$ cat src/hw/fcie_pkg.sv
package fcie_pkg;

  // ==========================================================
  // Register map (APB byte addresses, one aligned word each)
  // ==========================================================
  localparam logic [7:0] REG_CTRL = 8'h00;
  localparam logic [7:0] REG_STATUS = 8'h04;
  localparam logic [7:0] REG_PC = 8'h08;
  localparam logic [7:0] REG_INFO = 8'h0c;

  // Control bit that lets the unit accept instructions.
  localparam int unsigned CTRL_ENABLE_BIT = 0;
  localparam logic CTRL_ENABLE_RESET = 1'b1;

  // Info register fields: busy flag and last instruction cycles.
  localparam int unsigned INFO_BUSY_BIT = 0;
  localparam int unsigned INFO_CYC_LSB = 4;
  localparam int unsigned INFO_CYC_MSB = 6;

  // Reset values of the architectural state.
  localparam logic [7:0] STATUS_RESET = 8'h00;
  localparam logic [15:0] PC_RESET = 16'h0000;

  // ==========================================================
  // Status register bit positions
  // ==========================================================
  localparam int unsigned FLAG_C = 0;
  localparam int unsigned FLAG_Z = 1;
  localparam int unsigned FLAG_N = 2;
  localparam int unsigned FLAG_V = 3;
  localparam int unsigned FLAG_H = 5;
  localparam int unsigned FLAG_I = 7;

  // ==========================================================
  // Cycle counts and program counter steps
  // ==========================================================
  localparam logic [2:0] CYC_ONE = 3'h1;
  localparam logic [2:0] CYC_TWO = 3'h2;
  localparam logic [2:0] CYC_THREE = 3'h3;
  localparam logic [2:0] CYC_FOUR = 3'h4;
  localparam logic [15:0] PC_STEP_ONE = 16'h0001;
  localparam logic [15:0] PC_STEP_TWO = 16'h0002;
  localparam logic [15:0] PC_STEP_THREE = 16'h0003;

  // ==========================================================
  // Operation kinds handed over by the fetch path
  // ==========================================================
  typedef enum logic [3:0] {
    op_pointer_call,
    op_absolute_call,
    op_subroutine_return,
    op_interrupt_return,
    op_compare_skip_equal,
    op_register_compare,
    op_compare_with_carry,
    op_compare_immediate,
    op_skip_reg_bit_clear,
    op_skip_reg_bit_set,
    op_skip_io_bit_clear,
    op_skip_io_bit_set,
    op_branch_flag_set,
    op_branch_flag_clear,
    op_branch_not_equal,
    op_branch_carry_clear
  } fcie_op_t;

  // One issued instruction with its operands already read.
  typedef struct packed {
    fcie_op_t op;
    logic [7:0] rd_val;
    logic [7:0] rr_val;
    logic [7:0] imm;
    logic [7:0] io_val;
    logic [2:0] bit_sel;
    logic [6:0] offset;
    logic [15:0] target;
    logic [15:0] z_ptr;
    logic follow_two_word;
  } fcie_issue_t;

  // Flags produced by a compare.
  typedef struct packed {
    logic z;
    logic n;
    logic v;
    logic c;
    logic h;
  } fcie_sub_t;

endpackage

$ cat src/hw/fcie_exec.sv
// Implementation choices: the address map and register access over APB.
`timescale 1ns/100ps
module fcie_exec (
  input wire logic pclk,
  input wire logic presetn,
  input wire logic psel,
  input wire logic penable,
  input wire logic pwrite,
  input wire logic [7:0] paddr,
  input wire logic [31:0] pwdata,
  output logic [31:0] prdata,
  output logic pready,
  output logic pslverr,
  input wire logic issue_valid,
  output logic issue_ready,
  input wire fcie_pkg::fcie_issue_t issue,
  input wire logic [15:0] stack_top,
  output logic stack_push,
  output logic [15:0] stack_push_data,
  output logic stack_pop,
  output logic [15:0] pc,
  output logic [7:0] status,
  output logic done
);

  // ==========================================================
  // Helper functions
  // ==========================================================
  // Picks one bit of a byte; used by the skip and branch tests.
  function automatic logic pick_bit(input logic [7:0] value,
                                    input logic [2:0] sel);
    pick_bit = value[sel];
  endfunction

  // Tells whether an APB address names one of our registers.
  function automatic logic addr_mapped(input logic [7:0] addr);
    addr_mapped = (addr == fcie_pkg::REG_CTRL) ||
                  (addr == fcie_pkg::REG_STATUS) ||
                  (addr == fcie_pkg::REG_PC) ||
                  (addr == fcie_pkg::REG_INFO);
  endfunction

  // ==========================================================
  // Declarations
  // ==========================================================
  typedef enum logic {st_idle, st_exec} fcie_state_t;

  fcie_state_t state_ff; // Idle or working through extra cycles.
  logic [2:0] remain_ff; // Cycles left before the commit edge.
  logic [15:0] pc_ff; // Program counter.
  logic [7:0] status_ff; // Status register.
  logic enable_ff; // Software switch that lets issues in.
  logic [2:0] last_cyc_ff; // Cycle count of the last instruction.
  logic [15:0] pend_pc_ff; // Program counter held for the commit.
  logic [7:0] pend_status_ff; // Status held for the commit.
  logic pend_pop_ff; // The pending instruction pops the stack.
  logic push_ff; // One-cycle stack push strobe.
  logic [15:0] push_data_ff; // Return address being pushed.
  logic pop_ff; // One-cycle stack pop strobe.
  logic done_ff; // One-cycle completion strobe.
  logic [31:0] prdata_ff; // Read data captured in setup phase.

  logic accept; // An instruction is taken this cycle.
  logic commit_now; // Architectural state changes this edge.
  logic [15:0] nxt_pc; // Program counter the instruction leaves.
  logic [7:0] nxt_status; // Status the instruction leaves.
  logic [2:0] nxt_cycles; // Total cycles of the instruction.
  logic nxt_push; // Instruction pushes a return address.
  logic [15:0] nxt_push_data; // Address that a call pushes.
  logic nxt_pop; // Instruction pops the stack.
  logic [15:0] skip_pc; // Target of a taken skip.
  logic [2:0] skip_cycles; // Cycles of a taken skip.
  logic [15:0] branch_pc; // Target of a taken branch.
  logic [7:0] cmp_b; // Subtrahend for the compares.
  logic cmp_borrow; // Carry fed into the compare.
  fcie_pkg::fcie_sub_t cmp_flags; // Flags from the subtractor.
  logic [7:0] cmp_status; // Status with compare flags merged.
  logic commit_fast; // Single-cycle instruction commits at once.
  logic commit_slow; // Multi-cycle instruction commits now.
  logic wr_access; // APB write in its access phase.

  // ==========================================================
  // Compare datapath
  // ==========================================================
  // Only the immediate compare takes its subtrahend from the word.
  assign cmp_b = (issue.op == fcie_pkg::op_compare_immediate) ?
                 issue.imm : issue.rr_val;
  // Only the carry compare folds in the old carry.
  assign cmp_borrow = (issue.op == fcie_pkg::op_compare_with_carry) &
                      status_ff[fcie_pkg::FLAG_C];

  fcie_sub_flags u_sub (
    .a(issue.rd_val),
    .b(cmp_b),
    .borrow_in(cmp_borrow),
    .chain_zero(status_ff[fcie_pkg::FLAG_Z]),
    .keep_zero(issue.op == fcie_pkg::op_compare_with_carry),
    .flags(cmp_flags)
  );

  // Merges the five compare flags; the other bits stay as they are.
  always_comb begin
    cmp_status = status_ff;
    cmp_status[fcie_pkg::FLAG_Z] = cmp_flags.z;
    cmp_status[fcie_pkg::FLAG_N] = cmp_flags.n;
    cmp_status[fcie_pkg::FLAG_V] = cmp_flags.v;
    cmp_status[fcie_pkg::FLAG_C] = cmp_flags.c;
    cmp_status[fcie_pkg::FLAG_H] = cmp_flags.h;
  end

  // ==========================================================
  // Skip and branch targets
  // ==========================================================
  // A two-word follower costs one more word and one more cycle.
  assign skip_pc = pc_ff + (issue.follow_two_word ?
                   fcie_pkg::PC_STEP_THREE :
                   fcie_pkg::PC_STEP_TWO);
  assign skip_cycles = issue.follow_two_word ? fcie_pkg::CYC_THREE :
                       fcie_pkg::CYC_TWO;
  // The offset is sign extended; the step of one is added on top.
  assign branch_pc = pc_ff + {{9{issue.offset[6]}}, issue.offset} +
                     fcie_pkg::PC_STEP_ONE;

  // ==========================================================
  // Instruction decode
  // ==========================================================
  // Works out where the instruction leaves the machine; every path
  // starts from "fall through, one cycle, flags untouched".
  always_comb begin
    nxt_pc = pc_ff + fcie_pkg::PC_STEP_ONE;
    nxt_status = status_ff;
    nxt_cycles = fcie_pkg::CYC_ONE;
    nxt_push = 1'b0;
    nxt_push_data = pc_ff + fcie_pkg::PC_STEP_ONE;
    nxt_pop = 1'b0;
    unique case (issue.op)
      fcie_pkg::op_pointer_call: begin
        // One-word call returns to the following word.
        nxt_push = 1'b1;
        nxt_pc = issue.z_ptr;
        nxt_cycles = fcie_pkg::CYC_THREE;
      end
      fcie_pkg::op_absolute_call: begin
        // The target occupies a second word, so return past it.
        nxt_push = 1'b1;
        nxt_push_data = pc_ff + fcie_pkg::PC_STEP_TWO;
        nxt_pc = issue.target;
        nxt_cycles = fcie_pkg::CYC_FOUR;
      end
      fcie_pkg::op_subroutine_return: begin
        nxt_pop = 1'b1;
        nxt_pc = stack_top;
        nxt_cycles = fcie_pkg::CYC_FOUR;
      end
      fcie_pkg::op_interrupt_return: begin
        nxt_pop = 1'b1;
        nxt_pc = stack_top;
        nxt_cycles = fcie_pkg::CYC_FOUR;
        nxt_status[fcie_pkg::FLAG_I] = 1'b1;
      end
      fcie_pkg::op_compare_skip_equal: begin
        if (issue.rd_val == issue.rr_val) begin
          nxt_pc = skip_pc;
          nxt_cycles = skip_cycles;
        end
      end
      fcie_pkg::op_register_compare: begin
        nxt_status = cmp_status;
      end
      fcie_pkg::op_compare_with_carry: begin
        nxt_status = cmp_status;
      end
      fcie_pkg::op_compare_immediate: begin
        nxt_status = cmp_status;
      end
      fcie_pkg::op_skip_reg_bit_clear: begin
        if (!pick_bit(issue.rr_val, issue.bit_sel)) begin
          nxt_pc = skip_pc;
          nxt_cycles = skip_cycles;
        end
      end
      fcie_pkg::op_skip_reg_bit_set: begin
        if (pick_bit(issue.rr_val, issue.bit_sel)) begin
          nxt_pc = skip_pc;
          nxt_cycles = skip_cycles;
        end
      end
      fcie_pkg::op_skip_io_bit_clear: begin
        if (!pick_bit(issue.io_val, issue.bit_sel)) begin
          nxt_pc = skip_pc;
          nxt_cycles = skip_cycles;
        end
      end
      fcie_pkg::op_skip_io_bit_set: begin
        if (pick_bit(issue.io_val, issue.bit_sel)) begin
          nxt_pc = skip_pc;
          nxt_cycles = skip_cycles;
        end
      end
      fcie_pkg::op_branch_flag_set: begin
        if (pick_bit(status_ff, issue.bit_sel)) begin
          nxt_pc = branch_pc;
          nxt_cycles = fcie_pkg::CYC_TWO;
        end
      end
      fcie_pkg::op_branch_flag_clear: begin
        if (!pick_bit(status_ff, issue.bit_sel)) begin
          nxt_pc = branch_pc;
          nxt_cycles = fcie_pkg::CYC_TWO;
        end
      end
      fcie_pkg::op_branch_not_equal: begin
        if (!status_ff[fcie_pkg::FLAG_Z]) begin
          nxt_pc = branch_pc;
          nxt_cycles = fcie_pkg::CYC_TWO;
        end
      end
      fcie_pkg::op_branch_carry_clear: begin
        if (!status_ff[fcie_pkg::FLAG_C]) begin
          nxt_pc = branch_pc;
          nxt_cycles = fcie_pkg::CYC_TWO;
        end
      end
    endcase
  end

  // ==========================================================
  // Issue handshake and sequencing
  // ==========================================================
  // The unit takes one instruction at a time and only when enabled.
  assign issue_ready = (state_ff == st_idle) & enable_ff;
  assign accept = issue_valid & issue_ready;
  assign commit_fast = accept & (nxt_cycles == fcie_pkg::CYC_ONE);
  assign commit_slow = (state_ff == st_exec) & (remain_ff == 3'h1);
  assign commit_now = commit_fast | commit_slow;

  // Counts the extra cycles; the commit lands on the last one.
  always_ff @(posedge pclk or negedge presetn) begin
    if (!presetn) begin
      state_ff <= st_idle;
      remain_ff <= 3'h0;
    end else begin
      unique case (state_ff)
        st_idle: begin
          if (accept && nxt_cycles != fcie_pkg::CYC_ONE) begin
            state_ff <= st_exec;
            remain_ff <= nxt_cycles - fcie_pkg::CYC_ONE;
          end
        end
        st_exec: begin
          remain_ff <= remain_ff - 3'h1;
          if (remain_ff == 3'h1) begin
            state_ff <= st_idle;
          end
        end
      endcase
    end
  end

  // Holds the results of a multi-cycle instruction until commit.
  always_ff @(posedge pclk or negedge presetn) begin
    if (!presetn) begin
      pend_pc_ff <= fcie_pkg::PC_RESET;
      pend_status_ff <= fcie_pkg::STATUS_RESET;
      pend_pop_ff <= 1'b0;
      last_cyc_ff <= 3'h0;
    end else if (accept) begin
      pend_pc_ff <= nxt_pc;
      pend_status_ff <= nxt_status;
      pend_pop_ff <= nxt_pop;
      last_cyc_ff <= nxt_cycles;
    end
  end

  // ==========================================================
  // Stack strobes and completion
  // ==========================================================
  // Push goes out right after accept, so the stack holds the return
  // address before the call's new program counter is visible.
  always_ff @(posedge pclk or negedge presetn) begin
    if (!presetn) begin
      push_ff <= 1'b0;
      push_data_ff <= 16'h0000;
    end else begin
      push_ff <= accept & nxt_push;
      if (accept && nxt_push) begin
        push_data_ff <= nxt_push_data;
      end
    end
  end

  // Pop and done are strobed for the one cycle after the commit.
  always_ff @(posedge pclk or negedge presetn) begin
    if (!presetn) begin
      pop_ff <= 1'b0;
      done_ff <= 1'b0;
    end else begin
      pop_ff <= commit_slow & pend_pop_ff;
      done_ff <= commit_now;
    end
  end

  // ==========================================================
  // Architectural state
  // ==========================================================
  assign wr_access = psel & penable & pwrite;

  // Program counter: the instruction's commit beats a software
  // write, and software may only move it while the unit is idle.
  always_ff @(posedge pclk or negedge presetn) begin
    if (!presetn) begin
      pc_ff <= fcie_pkg::PC_RESET;
    end else if (commit_fast) begin
      pc_ff <= nxt_pc;
    end else if (commit_slow) begin
      pc_ff <= pend_pc_ff;
    end else if (wr_access && paddr == fcie_pkg::REG_PC &&
                 state_ff == st_idle) begin
      pc_ff <= pwdata[15:0];
    end
  end

  // Status: hardware updates win over a software write in the same
  // cycle so that no flag change is lost.
  always_ff @(posedge pclk or negedge presetn) begin
    if (!presetn) begin
      status_ff <= fcie_pkg::STATUS_RESET;
    end else if (commit_fast) begin
      status_ff <= nxt_status;
    end else if (commit_slow) begin
      status_ff <= pend_status_ff;
    end else if (wr_access && paddr == fcie_pkg::REG_STATUS) begin
      status_ff <= pwdata[7:0];
    end
  end

  // Control register: the enable bit gates new issues.
  always_ff @(posedge pclk or negedge presetn) begin
    if (!presetn) begin
      enable_ff <= fcie_pkg::CTRL_ENABLE_RESET;
    end else if (wr_access && paddr == fcie_pkg::REG_CTRL) begin
      enable_ff <= pwdata[fcie_pkg::CTRL_ENABLE_BIT];
    end
  end

  // ==========================================================
  // APB read path
  // ==========================================================
  // Read data is captured in the setup phase so that it comes from a
  // flip-flop while pready is already high in the access phase. A
  // value that changes between setup and access reads as it was at
  // setup; that one-cycle lag is the price of a zero-wait slave.
  always_ff @(posedge pclk or negedge presetn) begin
    if (!presetn) begin
      prdata_ff <= 32'h00000000;
    end else if (psel && !penable) begin
      prdata_ff <= 32'h00000000;
      if (paddr == fcie_pkg::REG_CTRL) begin
        prdata_ff[fcie_pkg::CTRL_ENABLE_BIT] <= enable_ff;
      end else if (paddr == fcie_pkg::REG_STATUS) begin
        prdata_ff[7:0] <= status_ff;
      end else if (paddr == fcie_pkg::REG_PC) begin
        prdata_ff[15:0] <= pc_ff;
      end else if (paddr == fcie_pkg::REG_INFO) begin
        prdata_ff[fcie_pkg::INFO_BUSY_BIT] <= (state_ff == st_exec);
        prdata_ff[fcie_pkg::INFO_CYC_MSB:fcie_pkg::INFO_CYC_LSB] <=
          last_cyc_ff;
      end
    end
  end

  // ==========================================================
  // Outputs
  // ==========================================================
  assign prdata = prdata_ff;
  assign pready = 1'b1;
  // Unmapped addresses answer with an error and change nothing.
  assign pslverr = psel & penable & ~addr_mapped(paddr);
  assign stack_push = push_ff;
  assign stack_push_data = push_data_ff;
  assign stack_pop = pop_ff;
  assign pc = pc_ff;
  assign status = status_ff;
  assign done = done_ff;

endmodule

$ cat src/hw/fcie_sub_flags.sv
`timescale 1ns/100ps
module fcie_sub_flags (
  input wire logic [7:0] a,
  input wire logic [7:0] b,
  input wire logic borrow_in,
  input wire logic chain_zero,
  input wire logic keep_zero,
  output fcie_pkg::fcie_sub_t flags
);

  // ==========================================================
  // Difference without storing a result
  // ==========================================================
  logic [7:0] diff; // Difference that only feeds the flags.

  // The width stays at eight bits; carry comes from the bit terms.
  assign diff = a - b - {7'h00, borrow_in};

  // ==========================================================
  // Flag terms
  // ==========================================================
  // Borrow out of bit 3 and bit 7 follow the usual subtract terms.
  always_comb begin
    flags.h = (~a[3] & b[3]) | (b[3] & diff[3]) | (diff[3] & ~a[3]);
    flags.c = (~a[7] & b[7]) | (b[7] & diff[7]) | (diff[7] & ~a[7]);
    flags.v = (a[7] & ~b[7] & ~diff[7]) | (~a[7] & b[7] & diff[7]);
    flags.n = diff[7];
    // A chained compare may only keep a zero, never create one, so
    // multi-byte compares give a zero flag for the whole value.
    if (keep_zero) begin
      flags.z = (diff == 8'h00) & chain_zero;
    end else begin
      flags.z = (diff == 8'h00);
    end
  end

endmodule

$ cat config.mk
export PLATFORM = sky130hd
export DESIGN_NAME = fcie_exec
export DESIGN_NICKNAME = d
export VERILOG_FILES = /design/src/hw/fcie_pkg.sv /design/src/hw/fcie_exec.sv /design/src/hw/fcie_sub_flags.sv
export SDC_FILE = /design/constraint.sdc
export NUM_CORES = 1
export LEC_CHECK = 0
export BUFFER_PORTS_ARGS = -buffer_cell sky130_fd_sc_hd__buf_2
export CAP_MARGIN = 15
export CORE_MARGIN = 2
export CORE_UTILIZATION = 45
export CTS_CLUSTER_SIZE = 20
export DETAILED_ROUTE_END_ITERATION = 10
export GPL_ROUTABILITY_DRIVEN = 0
export PLACE_DENSITY = 0.69
export SKIP_LAST_GASP = 1
export SYNTH_ARGS = -nofsm -noshare
export SYNTH_HDL_FRONTEND = slang
export SYNTH_HIERARCHICAL = 1
export SYNTH_SLANG_ARGS = --single-unit
$ cat constraint.sdc
create_clock -name pclk -period 3.9 [get_ports pclk]
set_input_delay 0.975 -clock pclk [delete_from_list [all_inputs] [get_ports pclk]]
set_output_delay 0.975 -clock pclk [all_outputs]
set_load 0.05 [all_outputs]
==> metrics.md <==
| Metric | Value |
|---|---|
| Number of synthesized register bits | `92` |
| Core area | `17100 um^2` |
| FP Rows | `48` |
| GR Overflow Total | `0` |
| GRT Overall Usage | `25.9%` |
| DRC Markers | `0` |
| Routed WL | `between 20 and 25 mm` |
| Antenna cell count | `0` |
| Clock Latency Late Sink | `0.36 ns` |
| Cts hold-fix bufs | `0` |
| Via Count | `7720` |
| Syn_area_per_cell | `8.24 um^2` |
| Worst Skew | `0.0103 ns` |
| CP cell instances | `clkbuf_4 > mux2i_1 > mux4_2 > mux2i_1 > o311ai_1 > buf_4 > a2111oi_4 > ha_1 > o21ai_1 > nor2_2 > nor2_2 > o31ai_2 > clkbuf_4 > nor2_1 > a221oi_2` |
| Tightest Pin Transition | `0.822 ns` |
| Ys Warns | `6` |
| Post-route insts no fill | `1382` |
| Main synth FF type | `dfrtp_1` |
| Fin nets | `1334` |
| Cells after synthesis | `942` |
| Buffers added on ports | `185` |
| Critical Path AT | `4.08 ns` |
| Post-synthesis sequential area ratio | `29.7%` |
| CTS Root Cell | `clkbuf_16` |
| Top delay family on crit path | `compound AO/OA/AOI/OAI gates` |
| Layout cell share with drive strength beyond 1 | `28.2%` |
| Placed cells | `roughly 1400` |
| Die area | `18300 um^2` |
| DPL Wire Length | `18.3 mm` |
| Clock period minus worst slack | `about 3.8 ns` |
| Detailed Route Iter0 Violations | `577` |
| Power consumption | `3.13 mW` |
| Final critical-path share of the clock period | `97.9%` |
| Fillers | `about 1600` |
| EDFF count, synth | `0` |
| Routed Antenna Nets | `0` |
| Routed WL per cell | `17.0 um` |
| Worst EP required | `4.16 ns` |
| CTS buffer count | `9` |
| Largest net degree at the start of global routing | `49` |
| Die width | `135 um` |
| Power Density | `roughly 330 nW/um^2` |
| Sequential cell area | `around 2300 um^2` |
| GR Util met1 | `32.6%` |
| H-tree depth | `3` |
| Max FO, Critical Path | `10` |
| Final setup fails | `0` |
| Die H | `135 um` |
| Max-cap violations | `0` |
| Outcome | `finished clean` |
| Fin. Hold Viols | `0` |
| Clk sinks | `a little over 90` |
| Area Growth Syn to Fin | `22.9%` |
| Initial Util | `45.5%` |
| Fmax | `262 MHz` |
| Clock Tree Buf Depth | `2` |
| CP Class | `in2reg` |
| Vias in the first global route | `7308` |
| RSZ-0062 raised after global routing | `yes` |
| First-pass GRT wire length | `37.3 mm` |
| WP buf/inv | `3` |
| Slew headroom | `45.2%` |
| Peak supply drop | `0.242 mV` |
| GR Layer Usage met2 | `between 40 and 50%` |
| Async S/R FF share, synth | `100%` |
| P_leak | `4.52 nW` |
| Clock transition at path regs | `approximately 0.070 ns` |
| Synthesized cell area | `about 7800 um^2` |
| Worst hold path class | `reg2reg` |
| First-pass iteration count of the detailed router | `7` |
| CP max stage delay | `0.52 ns` |
| I/O pin cnt | `219` |
| Gr busiest metal | `met2` |
| CP endpoint kind | `flip-flop` |
| Slowest stage cell, crit path | `mux4_2` |
| Antenna violations before repair | `0` |
| Vias/cell | `5.59` |
| Unique cell type count in the Yosys netlist | `75` |
| Multi-input gate area | `roughly 5000 um^2` |
| Fin. max-slew vios | `0` |
| GR met3 Demand/Resource | `4.71%` |
| CTS tree | `built` |
| Worst Setup Start Kind | `primary input` |
[layer usage]
metal | vias to the layer above | part of all wire, %
met1 | 3627 | 41
li1 | 3747 | -
met2 | 290 | 49
met4 | 0 | 3.7
met5 | - | 0
met3 | 56 | 6.1
[kinds of logic after synthesis]
kind of cell	synth area share, %
xor+xnor	6.64
buf+inv	7.41
flops	29.7
fa+ha+maj	6.90
other cells	0.0967
compound gates	21.5
simple gates	19.4
mux	8.37
[tightest hold or removal path, cell delays in order (launching register included)]
cell,delay [ns]
dfrtp_1,0.34
nand2_1,0.04
o21ai_0,0.06
[synthesized netlist by cell type, drive strengths merged, types with 10 or more instances]
master  instances  area share [%]
clkbuf         31             1.5
dfrtp          91              29
buf            37             3.6
a22oi          11             1.1
nor2           84             4.3
a221oi         13             1.5
ha             38             6.1
mux2i          42             5.4
nor3           30             1.9
nand2         119             5.8
o21ai          79             5.1
a21oi          62             4.1
xor2           15             1.7
o22ai          10            0.81
inv            39             1.9
xnor2          43             4.9
nor2b          12            0.97
nand3          21             1.4
mux2           14             2.1
[repair_timing]
| item | in CTS | in global routing |
|---|---|---|
| buffers inserted | 0 | 1 |
| gates resized for setup | 0 | 12 |
| setup endpoints to repair | 0 | 24 |
[flip-flops by register name, summed over array words and instances, names as in the netlist, 3 cells and up]
| signal | count |
|---|---|
| remain_ff | 3 |
| pc | 16 |
| pend_pc_ff | 16 |
| status | 8 |
| last_cyc_ff | 3 |
| stack_push_data | 16 |
| pend_status_ff | 8 |
| prdata | 16 |
[report_power, final]
group	internal [mW]	total (mW)	switching (mW)
registers	1.02	1.12	0.105
clock network	0.476	0.876	0.400
logic	0.458	1.13	0.673
[final cells by class]
type                            instances  area share [%]
Multi-Input combinational cell        753            52.8
Sequential cell                        92            24.1
Timing Repair Buffer                  255            15.4
Tap cell                              225            2.95
Clock buffer                           11            2.65
Inverter                               41            1.61
Clock inverter                          5           0.446
[placed cells by master, fill, tap and decap left out, types with 13 or more instances in the layout]
cell,instances
dfrtp_1,91
ha_1,37
nor2_1,78
xnor2_1,41
mux2_2,13
xor2_1,15
mux2i_1,42
nor3_1,29
a21oi_1,60
conb_1,17
inv_1,39
buf_4,67
nand3_1,20
nand2_1,119
o21ai_0,72
buf_2,184
[metrics by stage]
step | setup WS, ns | area (um^2) | TNS (ns) | hold WS, ns | utilization, %
global route | -0.0172 | 9540 | -0.0740 | 0.496 | 55.9
CTS | 0.0178 | 9490 | 0 | 0.479 | 55.7
floorplan | 0.0210 | 7890 | 0 | 0.440 | -
detailed placement | -0.352 | 9200 | -7.21 | 0.464 | 53.9
global placement | -0.253 | 9200 | -4.66 | 0.447 | 53.9
finish | 0.0815 | 9540 | 0 | 0.474 | 55.9
[final timing paths]
| path | start | endpoint | slack [ns] | cells after the start |
|---|---|---|---|---|
| worst min-delay path | stack_push_data[14] | stack_push_data[14] | 0.47 | 2 |
| min in group asynchronous | presetn | stack_push_data[9] | 0.56 | 1 |
| worst max-delay path | issue[42] | pc[12] | 0.08 | 15 |
| worst max register to register | status[6] | pc[10] | 0.65 | 13 |
| max in group asynchronous | presetn | enable_ff | 2.54 | 2 |
| worst min register to register | stack_push_data[14] | stack_push_data[14] | 0.47 | 2 |
(Power assumes the default switching activity.)
